`config.mk`:
```
export PLATFORM = sky130hd
export DESIGN_NAME = muting_sequencer
export DESIGN_NICKNAME = d
export VERILOG_FILES = /design/src/design/muting_pkg.sv /design/src/design/muting_sequencer.sv
export VERILOG_INCLUDE_DIRS = /design/src /design/src/design
export SDC_FILE = /design/constraint.sdc
export NUM_CORES = 1
export LEC_CHECK = 0
export BUFFER_PORTS_ARGS = -buffer_cell sky130_fd_sc_hd__buf_2
export CORE_ASPECT_RATIO = 0.75
export CORE_UTILIZATION = 36
export DETAILED_ROUTE_END_ITERATION = 10
export PLACE_DENSITY = 0.58
export SYNTH_ARGS = -nofsm -noshare
export SYNTH_HDL_FRONTEND = slang
export SYNTH_SLANG_ARGS = --single-unit
export TNS_END_PERCENT = 5
```
`constraint.sdc`:
```
create_clock -name i_clk -period 4.8 [get_ports i_clk]
set_input_delay 0.72 -clock i_clk [delete_from_list [all_inputs] [get_ports i_clk]]
set_output_delay 0.72 -clock i_clk [all_outputs]
set_load 0.1 [all_outputs]
```
`src/design/muting_cfg.svh`:
```
// Notes on behaviour
// RULE1 - Concurrent: both pair sensors within pairing window
// RULE2 - Concurrent/sequential start: sensors clear, curtain free
// RULE3 - L/T start: pair clear, curtain free
// RULE4 - Cycle timeout withdraws muting; zero means unlimited
// RULE5 - Without enable option, function always enabled
// RULE6 - Enable/disable: start only after enable rise
// RULE7 - Enable/disable: enable fall ends muting at once
// RULE8 - Enable-only: enabler drops enable before re-arming
// RULE9 - Concurrent direction: up, down or two-way
// RULE10 - Sequential direction: first-to-fourth, reverse or both
// RULE11 - Curtain closing: entry clear, then curtain high
// RULE12 - Sensor closing: third sensor in order clears
// RULE13 - Blind time forces curtain high after close; here only in L/T mode or after curtain closing, never after sensor closing
// RULE14 - Refuse start when pairing time exceeded
// RULE15 - Minimum pairing: more than 150 ms apart
// RULE16 - L mode ends when curtain released
// RULE17 - L mode end timer from first release
// RULE18 - Sequential order one-two-three-four, or reverse
// RULE19 - T mode ends when one sensor releases
// RULE20 - Muting bypasses curtain until cycle closes
// RULE21 - Output is curtain OR blind OR muting
// RULE22 - Abnormal end returns idle, preconditions again
`ifndef MUTING_CFG_SVH
`define MUTING_CFG_SVH

`define CLK_HZ         25000000
`define TICK_US        1000
`define US_PER_S       1000000

`define ADR_CTRL       8'h00
`define ADR_TIME0      8'h04
`define ADR_TIME1      8'h08
`define ADR_TIME2      8'h0C
`define ADR_STATUS     8'h10

`define CTRL_RST       32'h0000_0000
`define TIME0_RST      32'h09C4_07D0
`define TIME1_RST      32'h0000_0000
`define TIME2_RST      32'h0000_00FA

`define CTRL_MODE_LO   0
`define CTRL_MODE_HI   1
`define CTRL_WITH_EN   2
`define CTRL_EN_ONLY   3
`define CTRL_DIR_LO    4
`define CTRL_DIR_HI    5
`define CTRL_SNS_CLOSE 6
`define CTRL_BLIND_EN  7
`define CTRL_MIN_PAIR  8

`define T0_PAIR_HI     15
`define T0_EOM_LO      16
`define T1_TMO_HI      23
`define T2_BLIND_HI    15

`define PAIR_MIN_MS    24'h00_07D0
`define PAIR_MAX_MS    24'h00_1388
`define EOM_MIN_MS     24'h00_09C4
`define EOM_MAX_MS     24'h00_1770
`define TMO_MIN_MS     24'h00_2710
`define TMO_MAX_MS     24'hFF_FFFF
`define BLIND_MIN_MS   24'h00_00FA
`define BLIND_MAX_MS   24'h00_03E8
`define MIN_PAIR_MS    24'h00_0096
`define MS_ZERO        24'h00_0000
`define MS_ONE         24'h00_0001

`endif

```
`src/design/muting_pkg.sv`:
```
package muting_pkg;

  typedef enum logic [1:0] {MODE_CONC, MODE_L, MODE_SEQ, MODE_T} mode_t;
  typedef enum logic [1:0] {DIR_UP, DIR_DOWN, DIR_TWO_WAY, DIR_SPARE} dir_t;
  typedef enum logic [2:0] {ST_IDLE, ST_READY, ST_PAIR, ST_MUTE, ST_BLIND} state_t;

  typedef struct packed {
    mode_t mode;
    logic  with_en;
    logic  en_only;
    dir_t  dir;
    logic  sensor_close;
    logic  blind_en;
    logic  min_pair;
  } ctrl_t;

  typedef struct packed {
    logic [23:0] pair_ms;
    logic [23:0] eom_ms;
    logic [23:0] tmo_ms;
    logic [23:0] blind_ms;
  } times_t;

  // Sensors: [0] entry_sensor_a, [1] entry_sensor_b, [2] exit_sensor_a, [3] exit_sensor_b
  typedef struct packed {
    logic       enable;
    logic       curtain;
    logic [3:0] sensor;
  } pins_t;

endpackage

```
`src/design/muting_sequencer.sv`:
```
`timescale 1ns/1ps
`default_nettype none
`include "muting_cfg.svh"

module muting_sequencer #(
  parameter int unsigned TICK_CYC = `CLK_HZ / `US_PER_S * `TICK_US
) (
  // Clock and reset
  input  wire logic        i_clk,
  input  wire logic        i_sys_rst,
  // Wishbone slave
  input  wire logic        i_wb_cyc,
  input  wire logic        i_wb_stb,
  input  wire logic        i_wb_we,
  input  wire logic [7:0]  i_wb_adr,
  input  wire logic [3:0]  i_wb_sel,
  input  wire logic [31:0] i_wb_dat,
  output logic      [31:0] o_wb_dat,
  output logic             o_wb_ack,
  // Field pins
  input  wire logic        i_entry_sensor_a,
  input  wire logic        i_entry_sensor_b,
  input  wire logic        i_exit_sensor_a,
  input  wire logic        i_exit_sensor_b,
  input  wire logic        i_curtain,
  input  wire logic        i_enable,
  // Results
  output logic             o_safety_ok,
  output logic             o_muting_active,
  output logic             o_blind_active
);

  function automatic logic [23:0] clamp(input logic [23:0] v, input logic [23:0] lo,
                                        input logic [23:0] hi);
    clamp = (v < lo) ? lo : ((v > hi) ? hi : v);
  endfunction

  function automatic logic [31:0] merge(input logic [31:0] old, input logic [31:0] nw,
                                        input logic [3:0] sel);
    for (int i = 0; i < 4; i++)
    begin
      merge[i*8 +: 8] = sel[i] ? nw[i*8 +: 8] : old[i*8 +: 8];
    end
  endfunction

  // Register bus
  logic [31:0] ctrl_ff;
  logic [31:0] time0_ff;
  logic [31:0] time1_ff;
  logic [31:0] time2_ff;
  logic        ack_ff;
  logic [31:0] rdat_ff;
  logic        wb_req;
  logic [31:0] status;

  assign wb_req   = i_wb_cyc & i_wb_stb & ~ack_ff;
  assign o_wb_ack = ack_ff;
  assign o_wb_dat = rdat_ff;

  always_ff @(posedge i_clk)
  begin
    if (i_sys_rst)
      ack_ff <= 1'b0;
    else
      ack_ff <= wb_req;
  end

  always_ff @(posedge i_clk)
  begin
    if (i_sys_rst)
    begin
      ctrl_ff  <= `CTRL_RST;
      time0_ff <= `TIME0_RST;
      time1_ff <= `TIME1_RST;
      time2_ff <= `TIME2_RST;
    end
    else if (wb_req && i_wb_we)
    begin
      unique case (i_wb_adr)
        `ADR_CTRL:  ctrl_ff  <= merge(ctrl_ff, i_wb_dat, i_wb_sel);
        `ADR_TIME0: time0_ff <= merge(time0_ff, i_wb_dat, i_wb_sel);
        `ADR_TIME1: time1_ff <= merge(time1_ff, i_wb_dat, i_wb_sel);
        `ADR_TIME2: time2_ff <= merge(time2_ff, i_wb_dat, i_wb_sel);
        default:    ;
      endcase
    end
  end

  always_ff @(posedge i_clk)
  begin
    if (i_sys_rst)
      rdat_ff <= 32'h0000_0000;
    else if (wb_req && !i_wb_we)
    begin
      unique case (i_wb_adr)
        `ADR_CTRL:   rdat_ff <= ctrl_ff;
        `ADR_TIME0:  rdat_ff <= time0_ff;
        `ADR_TIME1:  rdat_ff <= time1_ff;
        `ADR_TIME2:  rdat_ff <= time2_ff;
        `ADR_STATUS: rdat_ff <= status;
        default:     rdat_ff <= 32'h0000_0000;
      endcase
    end
  end

  // Configuration decode; out-of-range times are pulled into range
  muting_pkg::ctrl_t  cfg;
  muting_pkg::times_t tms;

  assign cfg.mode         = muting_pkg::mode_t'(ctrl_ff[`CTRL_MODE_HI:`CTRL_MODE_LO]);
  assign cfg.with_en      = ctrl_ff[`CTRL_WITH_EN];
  assign cfg.en_only      = ctrl_ff[`CTRL_EN_ONLY];
  assign cfg.dir          = muting_pkg::dir_t'(ctrl_ff[`CTRL_DIR_HI:`CTRL_DIR_LO]);
  assign cfg.sensor_close = ctrl_ff[`CTRL_SNS_CLOSE];
  assign cfg.blind_en     = ctrl_ff[`CTRL_BLIND_EN];
  assign cfg.min_pair     = ctrl_ff[`CTRL_MIN_PAIR];
  assign tms.pair_ms  = clamp({8'h00, time0_ff[`T0_PAIR_HI:0]}, `PAIR_MIN_MS, `PAIR_MAX_MS);
  assign tms.eom_ms   = clamp({8'h00, time0_ff[31:`T0_EOM_LO]}, `EOM_MIN_MS, `EOM_MAX_MS);
  assign tms.blind_ms = clamp({8'h00, time2_ff[`T2_BLIND_HI:0]}, `BLIND_MIN_MS, `BLIND_MAX_MS);
  // Zero keeps the timeout unlimited; any other value is at least the floor
  assign tms.tmo_ms   = (time1_ff[`T1_TMO_HI:0] == `MS_ZERO) ? `MS_ZERO :
                        clamp(time1_ff[`T1_TMO_HI:0], `TMO_MIN_MS, `TMO_MAX_MS);

  // Pin synchronisers
  muting_pkg::pins_t sy1_ff;
  muting_pkg::pins_t sy2_ff;
  logic              en_d_ff;

  always_ff @(posedge i_clk)
  begin
    if (i_sys_rst)
    begin
      sy1_ff  <= '0;
      sy2_ff  <= '0;
      en_d_ff <= 1'b0;
    end
    else
    begin
      sy1_ff  <= {i_enable, i_curtain, i_exit_sensor_b, i_exit_sensor_a,
                  i_entry_sensor_b, i_entry_sensor_a};
      sy2_ff  <= sy1_ff;
      en_d_ff <= sy2_ff.enable;
    end
  end

  logic [3:0] s;
  logic       curtain;
  logic       en_rise;
  logic       en_fall;

  assign s       = sy2_ff.sensor;
  assign curtain = sy2_ff.curtain;
  assign en_rise = sy2_ff.enable & ~en_d_ff;
  assign en_fall = ~sy2_ff.enable & en_d_ff;

  // Millisecond time base; all timers count these ticks
  logic [15:0] div_ff;
  logic        tick;

  assign tick = (div_ff == 16'(TICK_CYC - 1));

  always_ff @(posedge i_clk)
  begin
    if (i_sys_rst || tick)
      div_ff <= 16'h0000;
    else
      div_ff <= div_ff + 16'h0001;
  end

  // Sequencer
  muting_pkg::state_t state_ff;
  muting_pkg::state_t nxt_state;
  logic               up_ff;
  logic               nxt_up;
  logic               third_ff;
  logic               nxt_third;
  logic               rel_ff;
  logic               nxt_rel;
  logic               low_ff;
  logic               nxt_low;
  logic               armed_ff;
  logic [23:0]        tmr_ff;
  logic [23:0]        cyc_ff;
  logic               tmr_clr;
  logic               consume;
  logic               pre_ok;
  logic               armed;
  logic               two_ch;
  logic               allow_up;
  logic               allow_down;
  logic [1:0]         lead;
  logic               third;
  logic               ed_mode;
  logic               close;
  logic               blind_ok;

  assign two_ch     = (cfg.mode == muting_pkg::MODE_L) || (cfg.mode == muting_pkg::MODE_T);
  assign ed_mode    = cfg.with_en & ~cfg.en_only;
  // RULE5 permanent enable
  assign armed      = ~cfg.with_en | armed_ff;
  // RULE2 four-sensor start
  // RULE3 pair start
  assign pre_ok     = curtain && (two_ch ? (s[1:0] == 2'b00) : (s == 4'b0000));
  // RULE9 concurrent direction
  // RULE10 sequential direction
  assign allow_up   = two_ch || (cfg.dir != muting_pkg::DIR_DOWN);
  assign allow_down = !two_ch && (cfg.dir != muting_pkg::DIR_UP);
  assign lead       = up_ff ? s[1:0] : s[3:2];
  assign third      = up_ff ? s[2] : s[1];
  // RULE13 blind gating
  assign blind_ok   = cfg.blind_en && (two_ch || !cfg.sensor_close);

  always_comb
  begin
    nxt_state = state_ff;
    nxt_up    = up_ff;
    nxt_third = third_ff;
    nxt_rel   = rel_ff;
    nxt_low   = low_ff;
    tmr_clr   = 1'b0;
    consume   = 1'b0;
    close     = 1'b0;
    unique case (state_ff)
      muting_pkg::ST_IDLE:
      begin
        // RULE22 preconditions again
        if (pre_ok)
          nxt_state = muting_pkg::ST_READY;
      end
      muting_pkg::ST_READY:
      begin
        if (!armed && !pre_ok)
          nxt_state = muting_pkg::ST_IDLE;
        // RULE18 sequential entry
        else if (armed && allow_up && (cfg.mode == muting_pkg::MODE_SEQ ?
                 (s == 4'b0001) : (s[1:0] != 2'b00 && s[3:2] == 2'b00)))
        begin
          nxt_state = muting_pkg::ST_PAIR;
          nxt_up    = 1'b1;
        end
        else if (armed && allow_down && (cfg.mode == muting_pkg::MODE_SEQ ?
                 (s == 4'b1000) : (s[3:2] != 2'b00 && s[1:0] == 2'b00)))
        begin
          nxt_state = muting_pkg::ST_PAIR;
          nxt_up    = 1'b0;
        end
        else if (!pre_ok)
          nxt_state = muting_pkg::ST_IDLE;
      end
      muting_pkg::ST_PAIR:
      begin
        nxt_third = 1'b0;
        nxt_rel   = 1'b0;
        nxt_low   = 1'b0;
        // RULE1 pair complete
        if (lead == 2'b11)
        begin
          // RULE15 minimum pairing
          if (cfg.min_pair && cfg.mode == muting_pkg::MODE_CONC && tmr_ff <= `MIN_PAIR_MS)
            nxt_state = muting_pkg::ST_IDLE;
          else
          begin
            nxt_state = muting_pkg::ST_MUTE;
            consume   = 1'b1;
          end
        end
        // RULE14 pairing time exceeded
        else if (lead == 2'b00 || !curtain || tmr_ff >= tms.pair_ms)
          nxt_state = muting_pkg::ST_IDLE;
      end
      muting_pkg::ST_MUTE:
      begin
        if (third)
          nxt_third = 1'b1;
        if (!curtain)
          nxt_low = 1'b1;
        if (!rel_ff && s[1:0] != 2'b11)
        begin
          nxt_rel = 1'b1;
          tmr_clr = 1'b1;
        end
        unique case (cfg.mode)
          // RULE19 T release
          muting_pkg::MODE_T: close = (s[1:0] != 2'b11);
          // RULE16 curtain released
          // RULE17 end timer
          muting_pkg::MODE_L: close = rel_ff && ((low_ff && curtain) || tmr_ff >= tms.eom_ms);
          default:
          begin
            // RULE12 third clears
            if (cfg.sensor_close)
              close = third_ff && !third;
            // RULE11 curtain closing
            else
              close = (lead == 2'b00) && curtain;
          end
        endcase
        // RULE4 cycle timeout
        if (tms.tmo_ms != `MS_ZERO && cyc_ff >= tms.tmo_ms)
          nxt_state = muting_pkg::ST_IDLE;
        else if (close)
        begin
          nxt_state = blind_ok ? muting_pkg::ST_BLIND : muting_pkg::ST_IDLE;
          tmr_clr   = 1'b1;
        end
      end
      muting_pkg::ST_BLIND:
      begin
        if (tmr_ff >= tms.blind_ms)
          nxt_state = muting_pkg::ST_IDLE;
      end
      default:
        nxt_state = muting_pkg::ST_IDLE;
    endcase
    // RULE7 disable on fall
    if (ed_mode && en_fall)
      nxt_state = muting_pkg::ST_IDLE;
  end

  always_ff @(posedge i_clk)
  begin
    if (i_sys_rst)
    begin
      state_ff <= muting_pkg::ST_IDLE;
      up_ff    <= 1'b1;
      third_ff <= 1'b0;
      rel_ff   <= 1'b0;
      low_ff   <= 1'b0;
    end
    else
    begin
      state_ff <= nxt_state;
      up_ff    <= nxt_up;
      third_ff <= nxt_third;
      rel_ff   <= nxt_rel;
      low_ff   <= nxt_low;
    end
  end

  // RULE6 arm on rising edge
  // RULE8 enabler must drop
  always_ff @(posedge i_clk)
  begin
    if (i_sys_rst)
      armed_ff <= 1'b0;
    else if (cfg.with_en && en_rise)
      armed_ff <= 1'b1;
    else if (consume || en_fall || !cfg.with_en)
      armed_ff <= 1'b0;
  end

  // RULE4/RULE13/RULE14/RULE17 tick timers
  always_ff @(posedge i_clk)
  begin
    if (i_sys_rst || tmr_clr || nxt_state != state_ff)
      tmr_ff <= `MS_ZERO;
    else if (tick && tmr_ff != `TMO_MAX_MS)
      tmr_ff <= tmr_ff + `MS_ONE;
  end

  always_ff @(posedge i_clk)
  begin
    if (i_sys_rst || state_ff != muting_pkg::ST_MUTE)
      cyc_ff <= `MS_ZERO;
    else if (tick && cyc_ff != `TMO_MAX_MS)
      cyc_ff <= cyc_ff + `MS_ONE;
  end

  // Outputs follow the next state so the bypass lands with the state change
  logic safety_ff;
  logic mute_ff;
  logic blind_ff;

  always_ff @(posedge i_clk)
  begin
    if (i_sys_rst)
    begin
      safety_ff <= 1'b0;
      mute_ff   <= 1'b0;
      blind_ff  <= 1'b0;
    end
    else
    begin
      mute_ff   <= (nxt_state == muting_pkg::ST_MUTE);
      blind_ff  <= (nxt_state == muting_pkg::ST_BLIND);
      // RULE20 curtain bypass
      // RULE21 output OR
      safety_ff <= curtain | (nxt_state == muting_pkg::ST_MUTE) |
                   (nxt_state == muting_pkg::ST_BLIND);
    end
  end

  assign o_safety_ok     = safety_ff;
  assign o_muting_active = mute_ff;
  assign o_blind_active  = blind_ff;

  assign status = {20'h0_0000, armed_ff, up_ff, curtain, s, blind_ff, mute_ff, 3'(state_ff)};

endmodule
`default_nettype wire

```
* Word level (Yosys, flattened, before mapping)
Cells that the tools add are included.
** Word-level totals
- Flip-flop bits (word level) :: 249
- Bits in latches :: 0
- RAM bits :: 0
- Memory bits (read-only) :: 0
- Input port bits :: 55
- Output and inout port bits :: 36
- Logic and storage cells :: 222
- Memories kept :: 0
** Cells by class
- Add/subtract/negate cells :: 3
- Multiply operators :: 0
- Div/mod/pow operators :: 0
- Magnitude comparators :: 13
- Eq/ne operators :: 26
- Shift operators :: 0
- Multiplexer cells :: 49
- Bitwise gates (word level) :: 14
- Reductions and logical operators :: 80
** Operators by type and width (count)
- one-hot mux 32 bit (5 select lines) :: 1
- 2-to-1 mux 16 bit :: 6
- >= comparator 24 x 16 -> 1 bit :: 3
- 2-to-1 mux 24 bit :: 3
- AND reduction 3 bit :: 17
- adder 24 x 1 -> 24 bit, second input constant :: 2
- inequality test 24 bit, second input constant :: 2
- 2-to-1 mux 3 bit :: 12
- greater-than comparator 16 x 13 -> 1 bit, second input constant :: 2
- >= comparator 24 bit :: 1
- greater-than comparator 24 bit, second input constant :: 1
- <= comparator 24 x 8 -> 1 bit, second input constant :: 1
- logical AND 1 bit :: 24
- zero test 24 bit :: 1
- less-than comparator 24 x 14 -> 1 bit, second input constant :: 1
- nonzero test 24 bit :: 1
- 2-to-1 mux 1 bit :: 20
- adder 16 x 1 -> 16 bit, second input constant :: 1
- == test 16 x 15 -> 1 bit, second input constant :: 1
- == test 8 x 4 -> 1 bit, second input constant :: 2
- greater-than comparator 16 x 10 -> 1 bit, second input constant :: 1
- less-than comparator 16 x 11 -> 1 bit, second input constant :: 1
- less-than comparator 16 x 12 -> 1 bit, second input constant :: 1
- less-than comparator 16 x 8 -> 1 bit, second input constant :: 1
- 27 further kinds :: 79

* Longest topological paths before layout
- Depth in word-level cells :: 15
- Mapped depth :: 16
- Mapped depth without buffers :: 15

* Worst setup path after synthesis
Ideal clock, no wire load.
- Path kind :: reg2reg
- Start point :: register time0_ff[16]
- End point :: register tmr_ff[10]
- Library setup time :: 117 ps
- Arrival time :: 3194 ps
- Data required time :: 4683 ps
- Slack :: 1489 ps
- Cell stages (with the launch flop) :: 17
- Path buffers :: 1
- Period minus slack after synthesis :: 3311 ps
- Cells stage by stage :: dfxtp_1 or4_1 a41oi_1 nor2_1 o21ai_0 nand2_1 a21oi_1 nand2_1 ha_1 o21ai_0 o21ai_0 o211ai_1 a221oi_1 o21ai_0 a22oi_1 buf_2 nor2_1
** On the way
- Word-level cells in the longest chain between the ends :: 14
- Elaborated cells between the ends (all ways) :: 19
- Those cells by class :: 3 x order compare; 1 x eq/ne; 11 x mux; 4 x reduce/logical
** RTL lines
- start: declaration :: RTL line muting_sequencer.sv:48 : logic [31:0] time0_ff;
- start signal: assignment :: RTL line muting_sequencer.sv:73 : time0_ff <= `TIME0_RST;
- start signal: assignment :: RTL line muting_sequencer.sv:81 : `ADR_TIME0: time0_ff <= merge(time0_ff, i_wb_dat, i_wb_sel);
- greater-than comparator 16 x 13 -> 1 bit :: RTL line muting_sequencer.sv:35 : clamp = (v < lo) ? lo : ((v > hi) ? hi : v);
- 2-to-1 mux 16 bit :: RTL line muting_sequencer.sv:35
- 2-to-1 mux 16 bit * :: RTL line muting_sequencer.sv:35
- >= comparator 24 x 16 -> 1 bit * :: RTL line muting_sequencer.sv:287 : muting_pkg::MODE_L: close = rel_ff && ((low_ff && curtain) || tmr_ff >= tms.eom_ms);
- logical OR 1 bit * :: RTL line muting_sequencer.sv:287
- logical AND 1 bit * :: RTL line muting_sequencer.sv:287
- one-hot mux 1 bit (2 select lines) * :: RTL line muting_sequencer.sv:282 : unique case (cfg.mode)
- 2-to-1 mux 1 bit * :: RTL line muting_sequencer.sv:223 : unique case (state_ff)
- 2-to-1 mux 3 bit :: RTL line muting_sequencer.sv:301 : else if (close)
- 2-to-1 mux 3 bit :: RTL line muting_sequencer.sv:299 : if (tms.tmo_ms != `MS_ZERO && cyc_ff >= tms.tmo_ms)
- one-hot mux 3 bit (5 select lines) :: RTL line muting_sequencer.sv:223
- 2-to-1 mux 3 bit :: RTL line muting_sequencer.sv:316 : if (ed_mode && en_fall)
- inequality test 3 bit :: RTL line muting_sequencer.sv:355 : if (i_sys_rst || tmr_clr || nxt_state != state_ff)
- logical OR 1 bit * :: RTL line muting_sequencer.sv:355
- end signal: assignment :: RTL line muting_sequencer.sv:356 : tmr_ff <= `MS_ZERO;
- end signal: assignment :: RTL line muting_sequencer.sv:358 : tmr_ff <= tmr_ff + `MS_ONE;
- end: declaration :: RTL line muting_sequencer.sv:182 : logic [23:0] tmr_ff;
Mark *: on every way between the ends. The rest lies on a longest branch, timed or not. The select of a mux whose other input is x is not followed.
A chain may end at the register's enable or synchronous reset.

* Worst setup path in the final report
- Start point :: register time2_ff[11]
- End point :: register tmr_ff[19]
** On the way
- Word-level cells in the longest chain between the ends :: 9
- Elaborated cells between the ends (all ways) :: 10
- Those cells by class :: 3 x order compare; 1 x eq/ne; 5 x mux; 1 x reduce/logical
** RTL lines
- start: declaration :: RTL line muting_sequencer.sv:50 : logic [31:0] time2_ff;
- start signal: assignment :: RTL line muting_sequencer.sv:75 : time2_ff <= `TIME2_RST;
- start signal: assignment :: RTL line muting_sequencer.sv:83 : `ADR_TIME2: time2_ff <= merge(time2_ff, i_wb_dat, i_wb_sel);
- greater-than comparator 16 x 10 -> 1 bit :: RTL line muting_sequencer.sv:35
- 2-to-1 mux 16 bit :: RTL line muting_sequencer.sv:35
- 2-to-1 mux 16 bit * :: RTL line muting_sequencer.sv:35
- >= comparator 24 x 16 -> 1 bit * :: RTL line muting_sequencer.sv:309 : if (tmr_ff >= tms.blind_ms)
- 2-to-1 mux 3 bit * :: RTL line muting_sequencer.sv:309
- one-hot mux 3 bit (5 select lines) * :: RTL line muting_sequencer.sv:223
- 2-to-1 mux 3 bit * :: RTL line muting_sequencer.sv:316
- inequality test 3 bit * :: RTL line muting_sequencer.sv:355
- logical OR 1 bit * :: RTL line muting_sequencer.sv:355
Mark *: on every way between the ends. The rest lies on a longest branch, timed or not.

==> flow_metrics.py <==
metrics = {
    "synth": {
        "synth_top_area_frac": 0.386,
        "synth_top_area_cell": "dfxtp_1",
        "async_flop_share": 0,
        "synth_ff_type": "dfxtp_1",
        "ys_top_cells_by_count": "249 x dfxtp_1, 223 x nor2_1, 164 x nand2_1",
        "ys.warnings.count": 0,
        "synth.area.top_cells": "dfxtp_1 39%, ha_1 7.4%, nor2_1 6.5%, mux2i_1 5.8%, nand2_1 4.8%",
        "synth-edff-count": 0,
        "syn_area_sq_um": 12900,
        "synthCells": 1506,
        "synth_seq_cells": 249,
        "synth_seq_area_share": 0.386,
        "synth_most_common_cell": "dfxtp_1",
        "yosysUniqueCellTypes": 66,
        "synth.avg_cell_area_sq_um": 8.56,
    },
    "finish": {
        "multi_input_area_sq_um": 7510,
        "final_area_sq_um": 14800,
        "regArea_sq_um": 4980,
        "syn_to_final_growth_pct": 14.4,
        "drive_above_1_share": 0.125,
        "nFillCells": 3515,
        "final_cells": 2053,
        "nets": 1709,
    },
    "timing": {
        "finalClockSkew_ps": 9.64,
        "rsz0062_at_grt": "false",
        "worstMarginPinSlew_ps": 989,
        "relSlewSlack": 0.341,
        "tns_ps": 0,
        "max_freq_ghz": 0.263,
        "setup_violations": 0,
        "slew_violations": 0,
        "hold_viol": 0,
        "period_share": 0.792,
        "finalCriticalPeriod_ps": 3800,
    },
    "floorplan": {
        "die_w_um": 221,
        "rows": 59,
        "dieHeight_um": 166,
        "die_area_sq_um": 36600,
        "initial_utilization": 0.369,
        "coreArea_sq_um": 35000,
        "ios": 91,
    },
    "run_status": {
        "violations": "DRC",
        "outcome": "finished with violations",
    },
    "global_routing": {
        "grt_max_degree": 122,
        "grt_pass1_vias": 10800,
        "antenna_found_initial": 2,
        "gr-total-overflow": 0,
        "grt_util_all_layers": 0.203,
        "grt_pass1_wl_mm": 59.4,
    },
    "clock_tree": {
        "numCtsBuffers": 26,
        "htreeDepth": 1,
        "clk_path_buf_depth": 3,
        "cts_setup_buffers": 0,
        "clkTransAtPathRegs_ps": 70,
        "ctsResizeCount": 0,
        "clk_latency_ps": 540,
        "hold_buffers": 0,
        "clock-sinks": 249,
        "cts-root-buf": "clkbuf_16",
        "cts_tree": "built",
    },
    "drt": {
        "wirelength_mm": 37.2,
        "detail_route.wl_per_cell_um": 18.1,
        "vias": 11200,
        "route.detailed.drc": 3,
        "drt-vias-per-instance": 5.44,
        "drtIter0Drc": 753,
        "drt.antenna.violating_nets": 0,
        "first_pass_iters": 9,
    },
    "critical_path": {
        "cp-start-kind": "flip-flop",
        "cpMostUsedCell": "nor4_1",
        "worstPathMaxFanout": 24,
        "slowest_stage": "nor4_1",
        "path_cells": "nor4_1 > nand2_1 > nor4_1 > or3_1 > inv_1 > and2_1 > ha_1 > nand2b_1 > a211oi_1 > o21ai_0 > a211o_1 > a211oi_2 > buf_4 > nor3b_1",
        "path_delay_family": "simple AND/OR/NAND/NOR gates",
        "worst_setup_path_end_kind": "flip-flop",
        "path_buf_inv": 2,
        "cpPeakStageDelay_ps": 410,
        "required_ps": 5260,
        "worstSetupPathType": "reg -> reg",
        "worstPathArrival_ps": 4270,
    },
    "placement": {
        "placed_cell_area_sq_um": 13800,
        "portBuffers": 90,
        "dp_hpwl_mm": 27.4,
        "place.gp.congestion": 0.875,
        "place_inst": 2007,
    },
    "flow_run": {
        "max-cap-violations": 0,
    },
    "power": {
        "ir_worst_vdd_mv": 0.218,
        "p_leak_nw": 5.91,
        "p_per_area_nw_per_um2": 310,
    },
    "hold_path": {
        "hold_path_class": "in -> reg",
    },
}
stage by stage:
step	setup slack [ps]	total power (W)	util	hold WS [ps]
final	998	0.00457	0.422	389
after global routing	587	0.00472	0.422	399
after global placement	1060	0.00235	0.395	416
after detailed placement	998	0.00235	0.395	423
after floorplan	1490	0.00227	-	414
after CTS	986	0.00461	0.422	365
layer usage:
| metal | vias up | share of wire | global-route usage |
|---|---|---|---|
| met5 | - | 0.00035 | 0 |
| met4 | 2 | 0.021 | 0.0462 |
| met3 | 53 | 0.051 | 0.0330 |
| met2 | 273 | 0.42 | 0.304 |
| met1 | 5360 | 0.50 | 0.302 |
| li1 | 5479 | - | - |
cell usage in the layout, fill, tap and decap left out, types with 8 or more instances in the layout:
master and instances:
a211o_1 13, clkbuf_16 27, buf_2 89, nor2_1 222
nor2b_1 23, nand3b_1 9, buf_4 13, nand2b_1 14
and3_1 10, nand4_1 28, mux2i_1 75, a221oi_1 13
o211ai_1 9, a21o_1 10, ha_1 76, nor3_1 43
nor4_1 15, mux2_2 8, a221o_1 11, xor2_1 32
nand3_1 56, a211oi_1 8, inv_1 45, xnor2_1 22
mux4_2 20, conb_1 12, a21oi_1 99, o21ai_0 66
dfxtp_1 249, nand2_1 164
final timing paths:
path / slack, ps / cells past startpoint / start / end
worst max-delay path: 1000 / 14 / time2_ff[11] / tmr_ff[19]
worst min-delay path: 390 / 2 / i_enable / sy1_ff[5]
worst max register to register: 1000 / 14 / time2_ff[11] / tmr_ff[19]
worst min register to register: 430 / 1 / sy1_ff[4] / curtain
power by group:
| group | switching [W] | leakage [nW] | internal [W] |
|---|---|---|---|
| clock | 0.000880 | 0.467 | 0.00139 |
| sequential | 0.0000110 | 2.01 | 0.00208 |
| combinational | 0.000155 | 3.44 | 0.0000624 |
| total | 0.00105 | 5.91 | 0.00353 |
cell type report:
type | instances | share of cell area
multi-input combinational | 1152 | 0.509
clock inverter | 15 | 0.0156
sequential | 249 | 0.338
antenna | 1 | 0.000170
inverter | 45 | 0.0114
tap | 457 | 0.0388
clock buffer | 30 | 0.0486
timing repair buffer | 104 | 0.0389
cell families after synthesis:
kind of cell	count (synthesis)	share of synthesized area
adder cells (fa/ha/maj)	76	0.0737
other	1	0.000291
AND/OR/NAND/NOR	636	0.234
AO/OA/AOI/OAI	271	0.134
multiplexers	103	0.100
buffers and inverters	116	0.0350
flip-flops	249	0.386
XOR/XNOR	54	0.0367
registers in the layout (all words and copies together), names as in the netlist, 3 cells and up:
register and flops:
ctrl_ff 32, cyc_ff 24, div_ff 16, o_wb_dat 32, s 4, state_ff 3
sy1_ff 6, time0_ff 32, time1_ff 32, time2_ff 32, tmr_ff 24
(Power assumes the default switching activity.)
